--- config.mk ---
export PLATFORM = sky130hd
export DESIGN_NAME = program_space_data_access
export DESIGN_NICKNAME = d
export VERILOG_FILES = /design/src/include/psda_pkg.sv /design/src/design/program_space_data_access.sv
export SDC_FILE = /design/constraint.sdc
export NUM_CORES = 1
export LEC_CHECK = 0
export ABC_CLOCK_PERIOD_IN_PS = 3200
export BUFFER_PORTS_ARGS = -buffer_cell sky130_fd_sc_hd__buf_2
export CAP_MARGIN = 0
export CELL_PAD_IN_SITES_DETAIL_PLACEMENT = 0
export CELL_PAD_IN_SITES_GLOBAL_PLACEMENT = 1
export CORE_MARGIN = 2
export CORE_UTILIZATION = 38
export CTS_BUF_LIST = sky130_fd_sc_hd__clkbuf_4
export DETAILED_ROUTE_END_ITERATION = 7
export PLACE_DENSITY_LB_ADDON = 0.1
export REMOVE_ABC_BUFFERS = 1
export SYNTH_ARGS = -nofsm -noshare
export SYNTH_HDL_FRONTEND = slang
export SYNTH_SLANG_ARGS = --single-unit
--- constraint.sdc ---
create_clock -name i_clk_sys -period 3.2 [get_ports i_clk_sys]
set_clock_uncertainty 0.2 [all_clocks]
set_input_delay 0.16 -clock i_clk_sys [delete_from_list [all_inputs] [get_ports i_clk_sys]]
set_output_delay 0.16 -clock i_clk_sys [all_outputs]
set_load 0.005 [all_outputs]
--- src/include/psda_pkg.sv ---
package psda_pkg;

  // Register bus geometry and byte offsets
  localparam int unsigned AV_ADDR_W       = 4;
  localparam int unsigned AV_DATA_W       = 32;
  localparam logic [3:0]  REG_CORE_CTRL   = 4'h0;
  localparam logic [3:0]  REG_WIN_PAGE    = 4'h4;
  localparam logic [3:0]  REG_TBL_PAGE    = 4'h8;
  localparam logic [3:0]  REG_STATUS      = 4'hc;

  // Field positions and reset values
  localparam int unsigned CTRL_WIN_EN_BIT = 0;
  localparam int unsigned ST_STALL_LSB    = 0;
  localparam int unsigned ST_WINDOW_BIT   = 2;
  localparam int unsigned ST_ZEROED_BIT   = 3;
  localparam int unsigned ST_BUSY_BIT     = 4;
  localparam logic        WIN_EN_RST      = 1'b0;
  localparam logic [7:0]  PAGE_RST        = 8'h00;

  // Data space layout: Y block sits inside the implemented X range
  localparam int unsigned WINDOW_BIT      = 15;
  localparam logic [15:0] DATA_IMPL_END   = 16'h0100;
  localparam logic [15:0] Y_BASE          = 16'h0080;
  localparam logic [15:0] Y_END           = 16'h0100;

  // Added instruction cycles for window accesses
  localparam logic [1:0]  STALL_NONE      = 2'h0;
  localparam logic [1:0]  STALL_SHORT     = 2'h1;
  localparam logic [1:0]  STALL_LONG      = 2'h2;

  typedef enum logic [2:0] {
    OP_DATA_READ,
    OP_DATA_WRITE,
    OP_TABLE_READ_LOW,
    OP_TABLE_READ_HIGH,
    OP_TABLE_WRITE_LOW,
    OP_TABLE_WRITE_HIGH
  } op_t;

  typedef enum logic [2:0] {
    PTR_OTHER,
    PTR_X_POINTER_A,
    PTR_X_POINTER_B,
    PTR_Y_POINTER_A,
    PTR_Y_POINTER_B
  } ptr_t;

  typedef enum logic [1:0] {
    CLS_OTHER,
    CLS_DUAL_MUL_PREFETCH,
    CLS_MOVE,
    CLS_DOUBLE_MOVE
  } instr_cls_t;

  typedef enum logic [5:0] {
    ST_IDLE    = 6'b000001,
    ST_DECODE  = 6'b000010,
    ST_ACCESS  = 6'b000100,
    ST_CAPTURE = 6'b001000,
    ST_STALL   = 6'b010000,
    ST_RESP    = 6'b100000
  } state_t;

  typedef struct packed {
    logic in_loop;
    logic first;
    logic last;
    logic irq_exit;
    logic reentry;
  } repeat_t;

  typedef struct packed {
    logic        valid;
    op_t         op;
    logic        byte_sz;
    logic        table_busy;
    logic [15:0] ea;
    logic [15:0] wdata;
    ptr_t        ptr;
    instr_cls_t  cls;
    repeat_t     rpt;
  } core_req_t;

  typedef struct packed {
    logic        valid;
    logic [15:0] data;
    logic [1:0]  stall;
    logic        zeroed;
    logic        window;
  } core_rsp_t;

  typedef struct packed {
    logic        req;
    logic        we;
    logic        config_sp;
    logic [23:0] addr;
    logic [23:0] wdata;
    logic [2:0]  wbe;
  } pm_req_t;

  typedef struct packed {
    logic        req;
    logic        we;
    logic [15:0] addr;
    logic [15:0] wdata;
    logic [1:0]  wbe;
  } dm_req_t;

endpackage

--- src/design/program_space_data_access.sv ---
// Overview of operation
// - Program word 24 bits, address steps by two
// - Word low table read returns bits 15:0
// - Byte low read picks byte by select
// - Word high read gives upper byte, zero top
// - Byte high read: upper byte, else phantom zero
// - Upper byte reachable only through high table ops
// - Low table ops reach program word directly
// - Window needs address MSB and enable bit
// - Upper data half maps one 16K-word page
// - Address low 15 bits plus page field
// - Window returns only low 16 program bits
// - Window mapping suspended during table operations
// - Prefetch, move, double move add one cycle
// - Other window instructions add two cycles
// - Loop edges and interrupt exits add two
// - Other loop iterations add no stall
// - X and Y contiguous, Y inside X
// - Non multiply class sees whole composite space
// - Multiply class reads exclude Y from X
// - Multiply class uses dedicated X, Y pointers
// - Table page drives upper bits, bit7 config
// - Wrong region or unimplemented address reads zero
module program_space_data_access (
  input  wire logic                    i_clk_sys,
  input  wire logic                    i_rst_b,
  input  wire logic [3:0]              i_av_address,
  input  wire logic                    i_av_read,
  input  wire logic                    i_av_write,
  input  wire logic [31:0]             i_av_writedata,
  input  wire logic [3:0]              i_av_byteenable,
  output logic      [31:0]             o_av_readdata,
  output logic                         o_av_waitrequest,
  input  wire psda_pkg::core_req_t     i_core_req,
  output logic                         o_core_ready,
  output psda_pkg::core_rsp_t          o_core_rsp,
  output psda_pkg::pm_req_t            o_pm,
  input  wire logic [23:0]             i_pm_rdata,
  output psda_pkg::dm_req_t            o_dm,
  input  wire logic [15:0]             i_dm_rdata
);

  psda_pkg::state_t    state_q;
  psda_pkg::state_t    state_d;
  psda_pkg::core_req_t req_q;
  psda_pkg::core_rsp_t rsp_q;
  psda_pkg::pm_req_t   pm_q;
  psda_pkg::pm_req_t   pm_d;
  psda_pkg::dm_req_t   dm_q;
  psda_pkg::dm_req_t   dm_d;
  logic                ready_q;
  logic                win_en_q;
  logic [7:0]          win_page_q;
  logic [7:0]          tbl_page_q;
  logic [1:0]          stall_left_q;
  logic [15:0]         data_q;
  logic                zeroed_q;
  logic [1:0]          last_stall_q;
  logic                last_window_q;
  logic                last_zeroed_q;
  logic                waitreq_q;
  logic [31:0]         readdata_q;

  // Register bus decode; one wait cycle per access
  wire        av_req      = i_av_read | i_av_write;
  wire        av_take     = av_req & waitreq_q;
  wire        av_wr_done  = i_av_write & ~waitreq_q;
  wire        be_low      = i_av_byteenable[0];
  wire        wr_ctrl     = av_wr_done & be_low & (i_av_address == psda_pkg::REG_CORE_CTRL);
  wire        wr_win_page = av_wr_done & be_low & (i_av_address == psda_pkg::REG_WIN_PAGE);
  wire        wr_tbl_page = av_wr_done & be_low & (i_av_address == psda_pkg::REG_TBL_PAGE);
  wire [31:0] status_word;
  wire [31:0] rd_mux;

  assign status_word = {27'h0000000, ~ready_q, last_zeroed_q, last_window_q, last_stall_q};
  assign rd_mux =
    (i_av_address == psda_pkg::REG_CORE_CTRL) ? {31'h00000000, win_en_q} :
    (i_av_address == psda_pkg::REG_WIN_PAGE)  ? {24'h000000, win_page_q} :
    (i_av_address == psda_pkg::REG_TBL_PAGE)  ? {24'h000000, tbl_page_q} :
    (i_av_address == psda_pkg::REG_STATUS)    ? status_word :
                                                32'h00000000;

  // Operation classes of the captured request
  wire is_data_rd = req_q.op == psda_pkg::OP_DATA_READ;
  wire is_data_wr = req_q.op == psda_pkg::OP_DATA_WRITE;
  wire is_data    = is_data_rd | is_data_wr;
  wire is_trd_lo  = req_q.op == psda_pkg::OP_TABLE_READ_LOW;
  wire is_trd_hi  = req_q.op == psda_pkg::OP_TABLE_READ_HIGH;
  wire is_twr_lo  = req_q.op == psda_pkg::OP_TABLE_WRITE_LOW;
  wire is_twr_hi  = req_q.op == psda_pkg::OP_TABLE_WRITE_HIGH;
  wire is_table   = is_trd_lo | is_trd_hi | is_twr_lo | is_twr_hi;
  wire sel        = req_q.ea[0];

  // Window hit: address MSB plus enable, never while a table op runs
  wire win_hit = is_data & req_q.ea[psda_pkg::WINDOW_BIT] & win_en_q
                 & ~req_q.table_busy;

  // Region checks; Y lies inside the implemented X range
  wire in_y    = (req_q.ea >= psda_pkg::Y_BASE) & (req_q.ea < psda_pkg::Y_END);
  wire x_ptr   = (req_q.ptr == psda_pkg::PTR_X_POINTER_A) |
                 (req_q.ptr == psda_pkg::PTR_X_POINTER_B);
  wire y_ptr   = (req_q.ptr == psda_pkg::PTR_Y_POINTER_A) |
                 (req_q.ptr == psda_pkg::PTR_Y_POINTER_B);
  wire dom_rd  = is_data_rd & (req_q.cls == psda_pkg::CLS_DUAL_MUL_PREFETCH);
  wire wrong_region = dom_rd & ((x_ptr & in_y) | (y_ptr & ~in_y));
  wire unimpl  = is_data & ~win_hit & (req_q.ea >= psda_pkg::DATA_IMPL_END);
  wire zero_rd = is_data_rd & (unimpl | wrong_region);
  wire win_use = win_hit & ~wrong_region;
  // Other classes and all writes see one composite space
  wire dm_use  = is_data & ~win_hit & ~unimpl & ~zero_rd;

  // Stall budget for a window access
  wire short_cls = (req_q.cls == psda_pkg::CLS_DUAL_MUL_PREFETCH) |
                   (req_q.cls == psda_pkg::CLS_MOVE) |
                   (req_q.cls == psda_pkg::CLS_DOUBLE_MOVE);
  wire loop_edge = req_q.rpt.first | req_q.rpt.last |
                   req_q.rpt.irq_exit | req_q.rpt.reentry;
  wire [1:0] stall_loop  = loop_edge ? psda_pkg::STALL_LONG : psda_pkg::STALL_NONE;
  wire [1:0] stall_plain = short_cls ? psda_pkg::STALL_SHORT
                                     : psda_pkg::STALL_LONG;
  wire [1:0] stall_need  = ~win_use ? psda_pkg::STALL_NONE :
                           req_q.rpt.in_loop ? stall_loop : stall_plain;

  // Program addresses; bit 0 is the byte select, never a word bit
  wire [23:0] tbl_addr = {tbl_page_q, req_q.ea};
  wire [23:0] win_addr = {1'b0, win_page_q, req_q.ea[14:0]};
  wire [23:0] pm_addr  = is_table ? tbl_addr : win_addr;

  // Table write lanes; the phantom byte has no storage
  wire [15:0] wr_word     = req_q.byte_sz ? {2{req_q.wdata[7:0]}} : req_q.wdata;
  wire [2:0]  twr_lo_be   = ~req_q.byte_sz ? 3'h3 : (sel ? 3'h2 : 3'h1);
  wire [2:0]  twr_hi_be   = (req_q.byte_sz & sel) ? 3'h0 : 3'h4;
  wire [23:0] twr_lo_data = {8'h00, wr_word};
  wire [23:0] twr_hi_data = {req_q.wdata[7:0], 16'h0000};
  wire [1:0]  dm_be       = ~req_q.byte_sz ? 2'h3 : (sel ? 2'h2 : 2'h1);

  // Read formatting from the program word
  wire [15:0] pm_lo_word = i_pm_rdata[15:0];
  wire [7:0]  pm_lo_byte = sel ? i_pm_rdata[15:8] : i_pm_rdata[7:0];
  wire [7:0]  pm_hi_byte = (req_q.byte_sz & sel) ? 8'h00 : i_pm_rdata[23:16];
  wire [15:0] rd_low     = req_q.byte_sz ? {8'h00, pm_lo_byte} : pm_lo_word;
  wire [15:0] rd_high    = {8'h00, pm_hi_byte};
  wire [7:0]  dm_byte    = sel ? i_dm_rdata[15:8] : i_dm_rdata[7:0];
  wire [15:0] rd_data    = req_q.byte_sz ? {8'h00, dm_byte} : i_dm_rdata;
  wire [15:0] cap_data   = is_trd_hi ? rd_high :
                           (is_trd_lo | win_use) ? rd_low : rd_data;

  // Writes and zero-returned reads answer zero; data_q is still stale at decode
  wire        is_write   = is_data_wr | is_twr_lo | is_twr_hi;
  wire [15:0] rsp_data   = (is_write | (state_q == psda_pkg::ST_DECODE)) ? 16'h0000 :
                           (state_q == psda_pkg::ST_CAPTURE) ? cap_data : data_q;

  // Memory requests built while decoding
  always_comb
  begin
    pm_d           = '0;
    dm_d           = '0;
    pm_d.config_sp = is_table & tbl_page_q[7];
    pm_d.addr      = {pm_addr[23:1], 1'b0};
    dm_d.addr      = req_q.ea;
    dm_d.wdata     = wr_word;
    dm_d.wbe       = dm_be;
    unique case (1'b1)
      is_trd_lo | is_trd_hi:
      begin
        pm_d.req = 1'b1;
      end
      is_twr_lo:
      begin
        pm_d.req   = 1'b1;
        pm_d.we    = 1'b1;
        pm_d.wdata = twr_lo_data;
        pm_d.wbe   = twr_lo_be;
      end
      is_twr_hi:
      begin
        pm_d.req   = |twr_hi_be;
        pm_d.we    = 1'b1;
        pm_d.wdata = twr_hi_data;
        pm_d.wbe   = twr_hi_be;
      end
      is_data:
      begin
        pm_d.req = win_use & is_data_rd; // window is read only
        dm_d.req = dm_use;
        dm_d.we  = is_data_wr;
      end
      default:
      begin
        pm_d.req = 1'b0;
      end
    endcase
  end

  // Sequencer; zero-returning reads skip the memory cycle
  always_comb
  begin
    state_d = state_q;
    unique case (state_q)
      psda_pkg::ST_IDLE:
      begin
        if (i_core_req.valid)
        begin
          state_d = psda_pkg::ST_DECODE;
        end
      end
      psda_pkg::ST_DECODE:
      begin
        state_d = zero_rd ? psda_pkg::ST_RESP : psda_pkg::ST_ACCESS;
      end
      psda_pkg::ST_ACCESS:
      begin
        state_d = psda_pkg::ST_CAPTURE;
      end
      psda_pkg::ST_CAPTURE:
      begin
        state_d = (stall_left_q != psda_pkg::STALL_NONE) ? psda_pkg::ST_STALL
                                                         : psda_pkg::ST_RESP;
      end
      psda_pkg::ST_STALL:
      begin
        if (stall_left_q == psda_pkg::STALL_SHORT)
        begin
          state_d = psda_pkg::ST_RESP;
        end
      end
      psda_pkg::ST_RESP:
      begin
        state_d = psda_pkg::ST_IDLE;
      end
      default:
      begin
        state_d = psda_pkg::ST_IDLE;
      end
    endcase
  end

  always_ff @(posedge i_clk_sys)
  begin
    if (!i_rst_b)
      state_q <= psda_pkg::ST_IDLE;
    else
      state_q <= state_d;
  end

  // Request capture; core must hold nothing after the accept edge
  always_ff @(posedge i_clk_sys)
  begin
    if (!i_rst_b)
      req_q <= '0;
    else if (state_q == psda_pkg::ST_IDLE && i_core_req.valid)
      req_q <= i_core_req;
  end

  // Ready only in idle; falls on the accept edge
  always_ff @(posedge i_clk_sys)
  begin
    if (!i_rst_b)
      ready_q <= 1'b1;
    else
      ready_q <= (state_d == psda_pkg::ST_IDLE);
  end

  // Memory strobes stand for exactly the access cycle
  always_ff @(posedge i_clk_sys)
  begin
    if (!i_rst_b)
    begin
      pm_q <= '0;
      dm_q <= '0;
    end
    else if (state_q == psda_pkg::ST_DECODE && !zero_rd)
    begin
      pm_q <= pm_d;
      dm_q <= dm_d;
    end
    else
    begin
      pm_q.req <= 1'b0;
      dm_q.req <= 1'b0;
    end
  end

  // Stall counter loaded at decode, spent after the data returns
  always_ff @(posedge i_clk_sys)
  begin
    if (!i_rst_b)
      stall_left_q <= psda_pkg::STALL_NONE;
    else if (state_q == psda_pkg::ST_DECODE)
      stall_left_q <= zero_rd ? psda_pkg::STALL_NONE : stall_need;
    else if (state_q == psda_pkg::ST_STALL)
      stall_left_q <= stall_left_q - psda_pkg::STALL_SHORT;
  end

  // Read data captured one cycle after the memory strobe
  always_ff @(posedge i_clk_sys)
  begin
    if (!i_rst_b)
    begin
      data_q   <= 16'h0000;
      zeroed_q <= 1'b0;
    end
    else if (state_q == psda_pkg::ST_DECODE)
    begin
      data_q   <= 16'h0000;
      zeroed_q <= zero_rd;
    end
    else if (state_q == psda_pkg::ST_CAPTURE && !is_data_wr && !is_twr_lo && !is_twr_hi)
    begin
      data_q <= cap_data;
    end
  end

  // One-cycle answer pulse to the core
  always_ff @(posedge i_clk_sys)
  begin
    if (!i_rst_b)
      rsp_q <= '0;
    else if (state_d == psda_pkg::ST_RESP)
    begin
      rsp_q.valid  <= 1'b1;
      rsp_q.data   <= rsp_data;
      rsp_q.stall  <= stall_need;
      rsp_q.zeroed <= (state_q == psda_pkg::ST_DECODE) ? zero_rd : zeroed_q;
      rsp_q.window <= win_use;
    end
    else
      rsp_q.valid <= 1'b0;
  end

  // Status history of the last finished access
  always_ff @(posedge i_clk_sys)
  begin
    if (!i_rst_b)
    begin
      last_stall_q  <= psda_pkg::STALL_NONE;
      last_window_q <= 1'b0;
      last_zeroed_q <= 1'b0;
    end
    else if (rsp_q.valid)
    begin
      last_stall_q  <= rsp_q.stall;
      last_window_q <= rsp_q.window;
      last_zeroed_q <= rsp_q.zeroed;
    end
  end

  // Software control registers; window decode reads them live, so a write during an access changes its later window decode
  always_ff @(posedge i_clk_sys)
  begin
    if (!i_rst_b)
    begin
      win_en_q   <= psda_pkg::WIN_EN_RST;
      win_page_q <= psda_pkg::PAGE_RST;
      tbl_page_q <= psda_pkg::PAGE_RST;
    end
    else
    begin
      if (wr_ctrl)
        win_en_q <= i_av_writedata[psda_pkg::CTRL_WIN_EN_BIT];
      if (wr_win_page)
        win_page_q <= i_av_writedata[7:0];
      if (wr_tbl_page)
        tbl_page_q <= i_av_writedata[7:0];
    end
  end

  // Waitrequest drops for one cycle per request
  always_ff @(posedge i_clk_sys)
  begin
    if (!i_rst_b)
      waitreq_q <= 1'b1;
    else
      waitreq_q <= ~av_take;
  end

  // Read data latched with the waitrequest drop
  always_ff @(posedge i_clk_sys)
  begin
    if (!i_rst_b)
      readdata_q <= 32'h00000000;
    else if (av_take && i_av_read)
      readdata_q <= rd_mux;
  end

  assign o_av_readdata    = readdata_q;
  assign o_av_waitrequest = waitreq_q;
  assign o_core_ready     = ready_q;
  assign o_core_rsp       = rsp_q;
  assign o_pm             = pm_q;
  assign o_dm             = dm_q;

endmodule

### After elaboration in Yosys (flattened, before gate mapping)

Index checks and enable logic that the tools add are counted.

| storage, ports and cells | value |
|---|---|
| flip-flop bits (word level) | 237 |
| word-level logic and storage cells | 177 |

| cells by class | value |
|---|---|
| $add $sub $neg | 1 |
| $lt $le $gt $ge | 3 |
| equal/unequal tests | 23 |
| multiplexer cells | 38 |
| bitwise logic cells | 51 |
| reductions and logical operators | 20 |

Operator list:

| kind | count |
|---|---|
| 16-bit two-way mux | 7 |
| 27-bit case mux with 2 select lines | 1 |
| 8-bit two-way mux | 6 |
| 6-bit case mux with 5 select lines | 1 |
| 24-bit two-way mux | 1 |
| 6-bit two-way mux | 4 |
| 1-bit AND | 23 |
| 2-bit two-way mux | 11 |
| 1-bit bitwise OR | 18 |
| 16-bit by 8-bit greater-or-equal comparator with 1-bit output (second input constant) | 1 |
| 16-bit by 9-bit greater-or-equal comparator with 1-bit output (second input constant) | 1 |
| 16-bit by 9-bit less-than comparator with 1-bit output (second input constant) | 1 |
| 3-bit by 2-bit == test with 1-bit output (second input constant) | 4 |
| 6-bit by 1-bit == test with 1-bit output (second input constant) | 2 |
| 1-bit inverter | 10 |
| 3-bit == test (second input constant) | 3 |
| 4-bit == test (second input constant) | 2 |
| 3-bit by 1-bit == test with 1-bit output (second input constant) | 2 |
| 6-bit by 2-bit == test with 1-bit output (second input constant) | 1 |
| 6-bit by 3-bit == test with 1-bit output (second input constant) | 1 |
| 6-bit by 4-bit == test with 1-bit output (second input constant) | 1 |
| 6-bit by 5-bit == test with 1-bit output (second input constant) | 1 |
| 6-bit == test (second input constant) | 1 |
| 1-bit logical AND | 6 |
| 16 further kinds | 27 |

### Longest topological paths before layout

Gate-level depths: netlist (run 1).

| logic depth | value |
|---|---|
| depth after elaboration | 14 |
| mapped depth | 9 |

### Least setup slack after synthesis (run 1)

No wires, ideal clock.

| timing | value |
|---|---|
| path type | reg2reg |
| start point | reg state_q[2] |
| end point | reg rsp_q, in the netlist o_core_rsp[17] |
| setup time | 0.122 ns |
| data arrival time | 2.264 ns |
| data required time | 2.878 ns |
| slack | 0.614 ns |
| stages on the path, launching flop included | 8 |
| path buffers | 2 |
| cells stage by stage | dfxtp_1 > or4_4 > or3b_1 > buf_6 > o31ai_4 > nor2_4 > buf_6 > a221o_1 |

| on the way | value |
|---|---|
| cells in the longest elaborated chain, start to end | 3 |
| elaborated cells between the ends (all ways) | 12 |
| those cells by class | 6 x eq/ne; 5 x mux; 1 x bitwise |

Ends and longest elaborated chain:

| element | RTL line | source |
|---|---|---|
| start: declaration | program_space_data_access.sv:43 | `psda_pkg::state_t state_q;` |
| start signal: assignment | program_space_data_access.sv:241 | `state_q <= psda_pkg::ST_IDLE;` |
| start signal: assignment | program_space_data_access.sv:243 | `state_q <= state_d;` |
| 6-bit by 5-bit == test with 1-bit output (tied with other cells) | program_space_data_access.sv:199 | `unique case (state_q)` |
| 6-bit case mux with 5 select lines (tied with other cells) | program_space_data_access.sv:199 |  |
| 6-bit == test / 16-bit two-way mux (equally long branches) | program_space_data_access.sv:319, program_space_data_access.sv:150 |  |
| end: declaration | program_space_data_access.sv:46 | `psda_pkg::core_rsp_t rsp_q;` |

Parallel ways exist; a longest one is shown, timed or not.
A chain may end at the register's enable or synchronous reset.

### Worst setup path in the final report (run 1)

| timing | value |
|---|---|
| start point | reg req_q, in the netlist dm_d[29] |
| end point | reg data_q[14] |

| on the way | value |
|---|---|
| cells in the longest elaborated chain, start to end | 11 |
| elaborated cells between the ends (all ways) | 13 |
| those cells by class | 2 x order compare; 2 x mux; 9 x bitwise |

Ends and longest elaborated chain:

| element | RTL line | source |
|---|---|---|
| start: declaration | program_space_data_access.sv:45 | `psda_pkg::core_req_t req_q;` |
| start signal: assignment | program_space_data_access.sv:252 | `req_q <= i_core_req;` |
| 16-bit by 8-bit greater-or-equal comparator with 1-bit output / 16-bit by 9-bit less-than comparator with 1-bit output (equally long branches) | program_space_data_access.sv:99 | `wire in_y = (req_q.ea >= psda_pkg::Y_BASE) & (req_q.ea < psda_pkg::Y_END);` |
| 1-bit AND * | program_space_data_access.sv:99 |  |
| 1-bit inverter | program_space_data_access.sv:105 | `wire wrong_region = dom_rd & ((x_ptr & in_y) \| (y_ptr & ~in_y));` |
| 1-bit AND | program_space_data_access.sv:105 |  |
| 1-bit bitwise OR * | program_space_data_access.sv:105 |  |
| 1-bit AND * | program_space_data_access.sv:105 |  |
| 1-bit inverter * | program_space_data_access.sv:108 | `wire win_use = win_hit & ~wrong_region;` |
| 1-bit AND * | program_space_data_access.sv:108 |  |
| 1-bit bitwise OR * | program_space_data_access.sv:146 | `(is_trd_lo \| win_use) ? rd_low : rd_data;` |
| 16-bit two-way mux * | program_space_data_access.sv:146 |  |
| 16-bit two-way mux * | program_space_data_access.sv:145 | `wire [15:0] cap_data = is_trd_hi ? rd_high :` |
| end signal: assignment | program_space_data_access.sv:310 | `data_q <= cap_data;` |
| end: declaration | program_space_data_access.sv:56 | `logic [15:0] data_q;` |

Every way passes the cells marked *; elsewhere a longest branch is shown, timed or not.

==> results of run 1 <==
-- critical path, cell delays in order (launching register included) --
cell	delay, ns
dfxtp_1	0.39
nor4_4	0.39
o2111ai_1	0.26
a311oi_4	0.34
buf_4	0.33
mux2i_1	0.30
o21ai_0	0.10
dlygate4sd3_1	0.56
-- layout by cell type, fill, tap and decap left out, types with 25 or more instances in the layout --
master	instances
buf_4	25
nor2_1	79
nand2_1	169
mux2i_1	68
o21ai_0	32
conb_1	25
dfxtp_1	198
nand3_1	44
a21oi_1	85
buf_2	224
dlygate4sd3_1	122
-- layer usage --
layer,global-route usage (%),vias to the layer above,share of wire (%)
li1,-,3916,-
met1,26.7,3610,47
met2,34.6,174,47
met3,5.15,17,5.3
met4,3.75,0,0.73
met5,0,-,0
-- cells by family (layout without fill, tap and decap cells) --
kind of cell / Yosys count / after routing / synth area share [%]
XOR/XNOR: 2 / 2 / 0.209
multiplexers: 73 / 73 / 8.93
adder cells (fa/ha/maj): 2 / 2 / 0.299
buffers and inverters: 110 / 410 / 7.20
AND/OR/NAND/NOR: 340 / 340 / 17.8
flip-flops: 198 / 198 / 47.3
AO/OA/AOI/OAI: 229 / 229 / 18.2
other: 1 / 26 / 0.0448
-- area by class of cell --
class	count	area [um^2]	share of cell area, %
sequential	198	3960	35.5
clock inverter	15	203	1.82
inverter	6	25.0	0.224
clock buffer	17	128	1.14
multi-input combinational	671	3940	35.3
antenna	1	2.50	0.0224
tap	280	350	3.14
timing repair buffer	372	2550	22.9
-- power by group --
part / leakage [nW] / internal [mW] / switching (mW)
clock network: 0.172 / 0.513 / 0.976
registers: 1.60 / 2.52 / 0.0503
logic: 3.18 / 0.268 / 0.316
-- sequential cells by signal (all words and copies together), names as in the netlist --
signal,flops
stall_left_q,2
last_stall_q,2
req_q,31
o_pm,38
o_av_waitrequest,1
dm_d,16
win_en_q,1
o_av_readdata,8
o_dm,36
data_q,16
tbl_page_q,8
last_window_q,1
state_q,6
zeroed_q,1
win_page_q,8
o_core_rsp,21
o_core_ready,1
last_zeroed_q,1
-- per-stage QoR --
step                      utilization [%]  cells
after floorplan                         -    875
after global routing                 51.3   1560
final                                51.3   1560
after global placement               44.1   1405
after detailed placement             44.1   1405
after CTS                            51.2   1559
-- worst max path at each step --
stage	from	to	slack, ns	cells after the start
floorplan	req_q[7]$_SDFFE_PN0P_	o_dm[0]$_SDFFE_PN0P_	-1.83	5
global placement	dm_d[29]$_SDFFE_PN0P_	o_core_rsp[15]$_SDFFE_PN0N_	0.42	7
detailed placement	dm_d[29]$_SDFFE_PN0P_	o_core_rsp[14]$_SDFFE_PN0N_	0.34	7
CTS	dm_d[29]$_SDFFE_PN0P_	data_q[14]$_SDFFE_PP0P_	0.03	7
global route	dm_d[29]$_SDFFE_PN0P_	data_q[8]$_SDFFE_PP0P_	0.02	7
finish	dm_d[29]$_SDFFE_PN0P_	data_q[14]$_SDFFE_PP0P_	0.21	7
-- timing repair --
action,CTS,global route
gates resized for setup,0,2
endpoints found under the hold margin,115,0
hold buffers,122,0
endpoints found under the setup margin,0,8
==> reports/results.txt, run 1 <==
Final HPWL DP: 15,400 um
Tightest slew margin relative to the limit: 34.1%
Synth cell count leaders: dfxtp_1 (198), nand2_1 (169), a21oi_1 (85), nor2_1 (79), mux2i_1 (68)
Total iterations of the first detailed-routing run: 4
Site Rows: 54
Maximum VDD drop: 0.211 mV
Ratio of total power to cell area: 417 nW/um^2
Post-route ant nets: 0
Critical Path Source Type: flop
Unrepaired setup endpoints after global routing: false
GRT Total Usage: 20.4%
Tightest Hold Check Type: input pin to flop
Accumulated negative setup slack: 0 ns
Flip-flop and latch count after synthesis: 198
Register area share after synthesis: 47.3%
Startpoint of the worst-slack reg-to-reg timing path: dm_d[29]$_SDFFE_PN0P_
Final WS setup: 0.214 ns
Die Span Y: 152 um
Worst flop-to-flop path endpoint: data_q[14]$_SDFFE_PP0P_
Max Fanout on Critical Path: 15
Most used flip-flop cell after synthesis: dfxtp_1
Number of buffers created by CTS: 17
Routability congestion estimate from global placement: 0.794
Fraction of final layout cells with drive strength greater than 1: 24.6%
Clock tree from TritonCTS: built
Async S/R FF share, synth: 0%
Distinct cells, synth: 64
Portion of synthesized cell area occupied by the leading cell type: 47.3%
Number of instances on the worst hold path: 6
Via-per-instance ratio: 4.95
Top post-synthesis cells by area: dfxtp_1 (47%), mux2i_1 (8.1%), nand2_1 (7.6%)
DRC: 0
Hold Fails Final Rpt: 0
Post-layout power: 4.65 mW
Number of synthesized flops with an enable pin: 0
Combined area of all synthesized cells: 8380 um^2
Fraction of the cycle the final worst path needs: 93.3%
Largest net degree at the start of global routing: 81
Endpoint of the worst hold-timing path: req_q[22]$_SDFFE_PN0P_
Number of port buffers: 224
Hold path startpoint: i_core_req[47]
Worst setup slack before clock tree synthesis: 0.342 ns
Avg Inst Size Synth: 8.77 um^2
Worst path required time: 3.49 ns
Vias in the first global route: 7,517
Worst EP arrival: 3.27 ns
Number of sinks on the clock net: 198
Cell count after synthesis: 955
Average wire per standard cell: 15.4 um
Worst hold slack across all endpoints: 0.121 ns
Count of vias placed by the detailed router: 7,717
Worst Reg2Reg Path Length in Cells: 7
Run status: finished clean
Top Ports: 277
Top cell type by total area after synthesis: dfxtp_1
Clock latency at the later pin of the worst-skew pair: 0.58 ns
Final-report max-slew violation count: 0
H-tree levels: 4
Leading cell type by number of instances after synthesis: dfxtp_1
Worst slew pin tran: 0.988 ns
Overall routed net length: 24,000 um
FF-to-FF setup slack: 0.21 ns
Type of the worst setup path: flop to flop
Area of the placeable core: 21,800 um^2
Chip Width: 152 um
Post-CTS setup-driven buffer insertion count: 0
Total cell area at the placement stage: 9590 um^2
Count of yosys warnings during synthesis: 0
Number of endpoints failing setup at the final stage: 0
First-pass GRT wire length: 39,000 um
Type of element capturing the critical path: flop
Cell area after layout: 11,200 um^2
Maximum count of clock buffers along a single path: 2
Post-layout nets: 1,400
Clk root buf: clkbuf_4
Fmax achieved: 335 MHz
Max-cap check violation count: 0
DRC marker count from the first detailed-route iteration: 311
Number of filler cells placed in the layout: 2,189
Initial core utilization: 38.5%
Area growth from synthesis to layout: 33.2%
Antenna violations before repair: 1
Clk slew on worst S/H paths: 0.18 ns
Leakage power: 4.95 nW
Total congestion overflow after global routing: 0
Overall die area: 23,300 um^2
Minimum clock period after layout: 2.99 ns
(Power assumes the default switching activity.)
==> run 2, diff against run 1 <==
--- a/config.mk
+++ b/config.mk
@@ -5,13 +5,13 @@
 export SDC_FILE = /design/constraint.sdc
 export NUM_CORES = 1
 export LEC_CHECK = 0
-export ABC_CLOCK_PERIOD_IN_PS = 3200
+export ABC_CLOCK_PERIOD_IN_PS = 2570
 export BUFFER_PORTS_ARGS = -buffer_cell sky130_fd_sc_hd__buf_2
 export CAP_MARGIN = 0
 export CELL_PAD_IN_SITES_DETAIL_PLACEMENT = 0
 export CELL_PAD_IN_SITES_GLOBAL_PLACEMENT = 1
 export CORE_MARGIN = 2
-export CORE_UTILIZATION = 38
+export CORE_UTILIZATION = 34
 export CTS_BUF_LIST = sky130_fd_sc_hd__clkbuf_4
 export DETAILED_ROUTE_END_ITERATION = 7
 export PLACE_DENSITY_LB_ADDON = 0.1
==> constraint.sdc (replaced) <==
create_clock -name i_clk_sys -period 2.57 [get_ports i_clk_sys]
set_clock_uncertainty 0.2 [all_clocks]
set_input_delay 0.1285 -clock i_clk_sys [delete_from_list [all_inputs] [get_ports i_clk_sys]]
set_output_delay 0.1285 -clock i_clk_sys [all_outputs]
set_load 0.005 [all_outputs]
==> reports/results.txt, run 2 (synthesized netlist as in run 1, its figures left out) <==
Fraction of final layout cells with drive strength greater than 1: 28.5% (was 24.6%)
GRT Total Usage: 18.9% (was 20.4%)
Worst EP arrival: 2.77 ns (was 3.27 ns)
Antenna violations before repair: 3 (was 1)
Number of filler cells placed in the layout: 2,482 (was 2,189)
Clk slew on worst S/H paths: 0.18 ns (about the same)
Type of element capturing the critical path: flop (unchanged)
Cell count after placement: 1,478 (was 1,405)
Post-layout nets: 1,431 (was 1,400)
Max Fanout on Critical Path: 16 (was 15)
Vias in the first global route: 7,496 (was 7,517)
Largest net degree at the start of global routing: 67 (was 81)
Number of endpoints failing setup at the final stage: 0 (unchanged)
Worst slew pin tran: 0.831 ns (was 0.988 ns)
Worst setup slack before clock tree synthesis: 0.00472 ns (was 0.342 ns)
Die Span Y: 161 um (was 152 um)
Number of sinks on the clock net: 198 (unchanged)
Total congestion overflow after global routing: 0 (unchanged)
H-tree levels: 4 (unchanged)
Hold Fails Final Rpt: 0 (unchanged)
Max FFs per register: 38 (unchanged)
Overall routed net length: 26,100 um (was 24,000 um)
DRC marker count from the first detailed-route iteration: 335 (was 311)
Leading cell type in the layout, fill and taps excluded: buf_2 (unchanged)
Area of the placeable core: 24,200 um^2 (was 21,800 um^2)
Site Rows: 57 (was 54)
First-pass GRT wire length: 39,400 um (was 39,000 um)
Worst path required time: 2.85 ns (was 3.49 ns)
Number of buffers created by CTS: 17 (unchanged)
Post-route ant nets: 0 (unchanged)
Type of the worst setup path: flop to flop (unchanged)
Clock latency at the later pin of the worst-skew pair: 0.58 ns (about the same)
Final HPWL DP: 16,200 um (was 15,400 um)
Max-cap check violation count: 0 (unchanged)
Average wire per standard cell: 16.0 um (was 15.4 um)
Fraction of the cycle the final worst path needs: 97.0% (was 93.3%)
Ratio of total power to cell area: 481 nW/um^2 (was 417 nW/um^2)
Chip Width: 161 um (was 152 um)
Run status: finished clean (unchanged)
Final WS setup: 0.0771 ns (was 0.214 ns)
Maximum VDD drop: 0.246 mV (was 0.211 mV)
Routability congestion estimate from global placement: 0.742 (was 0.794)
Tightest Hold Check Type: input pin to flop (unchanged)
Fmax achieved: 401 MHz (was 335 MHz)
Clk root buf: clkbuf_4 (unchanged)
Final standard cell count with taps included and fillers excluded: 1,635 (was 1,560)
Worst hold slack across all endpoints: 0.0997 ns (was 0.121 ns)
DRC: 0 (unchanged)
Area growth from synthesis to layout: 38.8% (was 33.2%)
Initial core utilization: 34.6% (was 38.5%)
Critical Path Source Type: flop (unchanged)
Overall die area: 25,900 um^2 (was 23,300 um^2)
Total iterations of the first detailed-routing run: 5 (was 4)
Final-report max-slew violation count: 0 (unchanged)
Via-per-instance ratio: 4.80 (was 4.95)
Top Ports: 277 (unchanged)
Leakage power: 5.10 nW (was 4.95 nW)
Tightest slew margin relative to the limit: 44.4% (was 34.1%)
Minimum clock period after layout: 2.49 ns (was 2.99 ns)
Clock tree from TritonCTS: built (unchanged)
Count of vias placed by the detailed router: 7,852 (was 7,717)
Maximum count of clock buffers along a single path: 2 (unchanged)
Leading cell types in the layout, fill and taps excluded: buf_2 (224), dfxtp_1 (190), nand2_1 (169) (was buf_2 (224), dfxtp_1 (198), nand2_1 (169))
Number of port buffers: 224 (unchanged)
==> run 2: cell count changes in the layout (fill, tap and decap cells not counted), moves of 3 or more <==
| cell | change |
|---|---|
| clkbuf_16 | +5 |
| dfxtp_2 | +8 |
| dfxtp_1 | -8 |
| dlygate4sd3_1 | -11 |
| buf_12 | +8 |
| mux2i_4 | +3 |
| mux2i_1 | -3 |
| buf_4 | +28 |
==> run 2: worst paths after layout <==
check / cells after the start / end / slack [ns] / from
max: 5 / o_core_rsp[16]$_SDFFE_PN0N_ / 0.08 / state_q[2]$_SDFF_PN0_
min: 4 / dm_d[21]$_SDFFE_PN0P_ / 0.1 / i_core_req[29]
min reg2reg: 2 / req_q[42]$_SDFFE_PN0P_ / 0.26 / req_q[42]$_SDFFE_PN0P_
max reg2reg: 5 / o_core_rsp[16]$_SDFFE_PN0N_ / 0.08 / state_q[2]$_SDFF_PN0_
==> run 2: power by group <==
group | total [mW] | internal, mW | leakage [nW] | switching, mW
logic | 0.848 | 0.403 | 3.36 | 0.444
registers | 3.20 | 3.14 | 1.61 | 0.0561
clock network | 1.55 | 0.404 | 0.128 | 1.14
total | 5.60 | 3.95 | 5.10 | 1.65
==> run 2: cell type report <==
class	instances	area, um^2	area share [%]
diodes	3	7.51	0.0646
clock buffers	17	128	1.10
clock inverters	13	119	1.02
inverters	6	25.0	0.215
multi-input cells	671	4030	34.6
flip-flops and latches	198	3970	34.2
well taps	324	405	3.49
repair buffers	403	2950	25.3
==> run 2: worst max-delay path, cell delays in order, from the launching register on <==
cell and delay [ns]:
dfxtp_1 0.36, or4_4 0.54, or3b_4 0.45, o31ai_4 0.31, nor2_4 0.14, a221o_2 0.40
==> run 2: through the flow <==
| step | setup TNS (ns) | total power, mW | cell area [um^2] | utilization [%] |
|---|---|---|---|---|
| final | 0 | 5.60 | 11600 | 48.0 |
| after global routing | -0.0201 | 5.89 | 11600 | 48.0 |
| after CTS | 0 | 5.61 | 11300 | 46.7 |
| after detailed placement | 0 | 3.92 | 9970 | 41.1 |
| after global placement | 0 | 3.91 | 9970 | 41.1 |
| after floorplan | -204.53 | 3.58 | 7890 | - |
==> run 2: per-layer routing <==
layer | routed length (um) | track usage, % | share of wire [%] | up-vias
met3 | 1420 | 5.11 | 5.5 | 15
li1 | - | - | - | 3984
met1 | 12400 | 24.7 | 48 | 3650
met2 | 12100 | 31.7 | 46 | 203
met5 | 0 | 0 | 0 | -
met4 | 204 | 3.57 | 0.78 | 0
==> run 2: repair_timing <==
item,4_1_cts,5_1_grt
endpoints found under the hold margin,129,4
hold buffers,109,3
endpoints found under the setup margin,8,86
pin swaps,0,3
gates resized for setup,3,23
buffers inserted,0,8
cloned,0,5
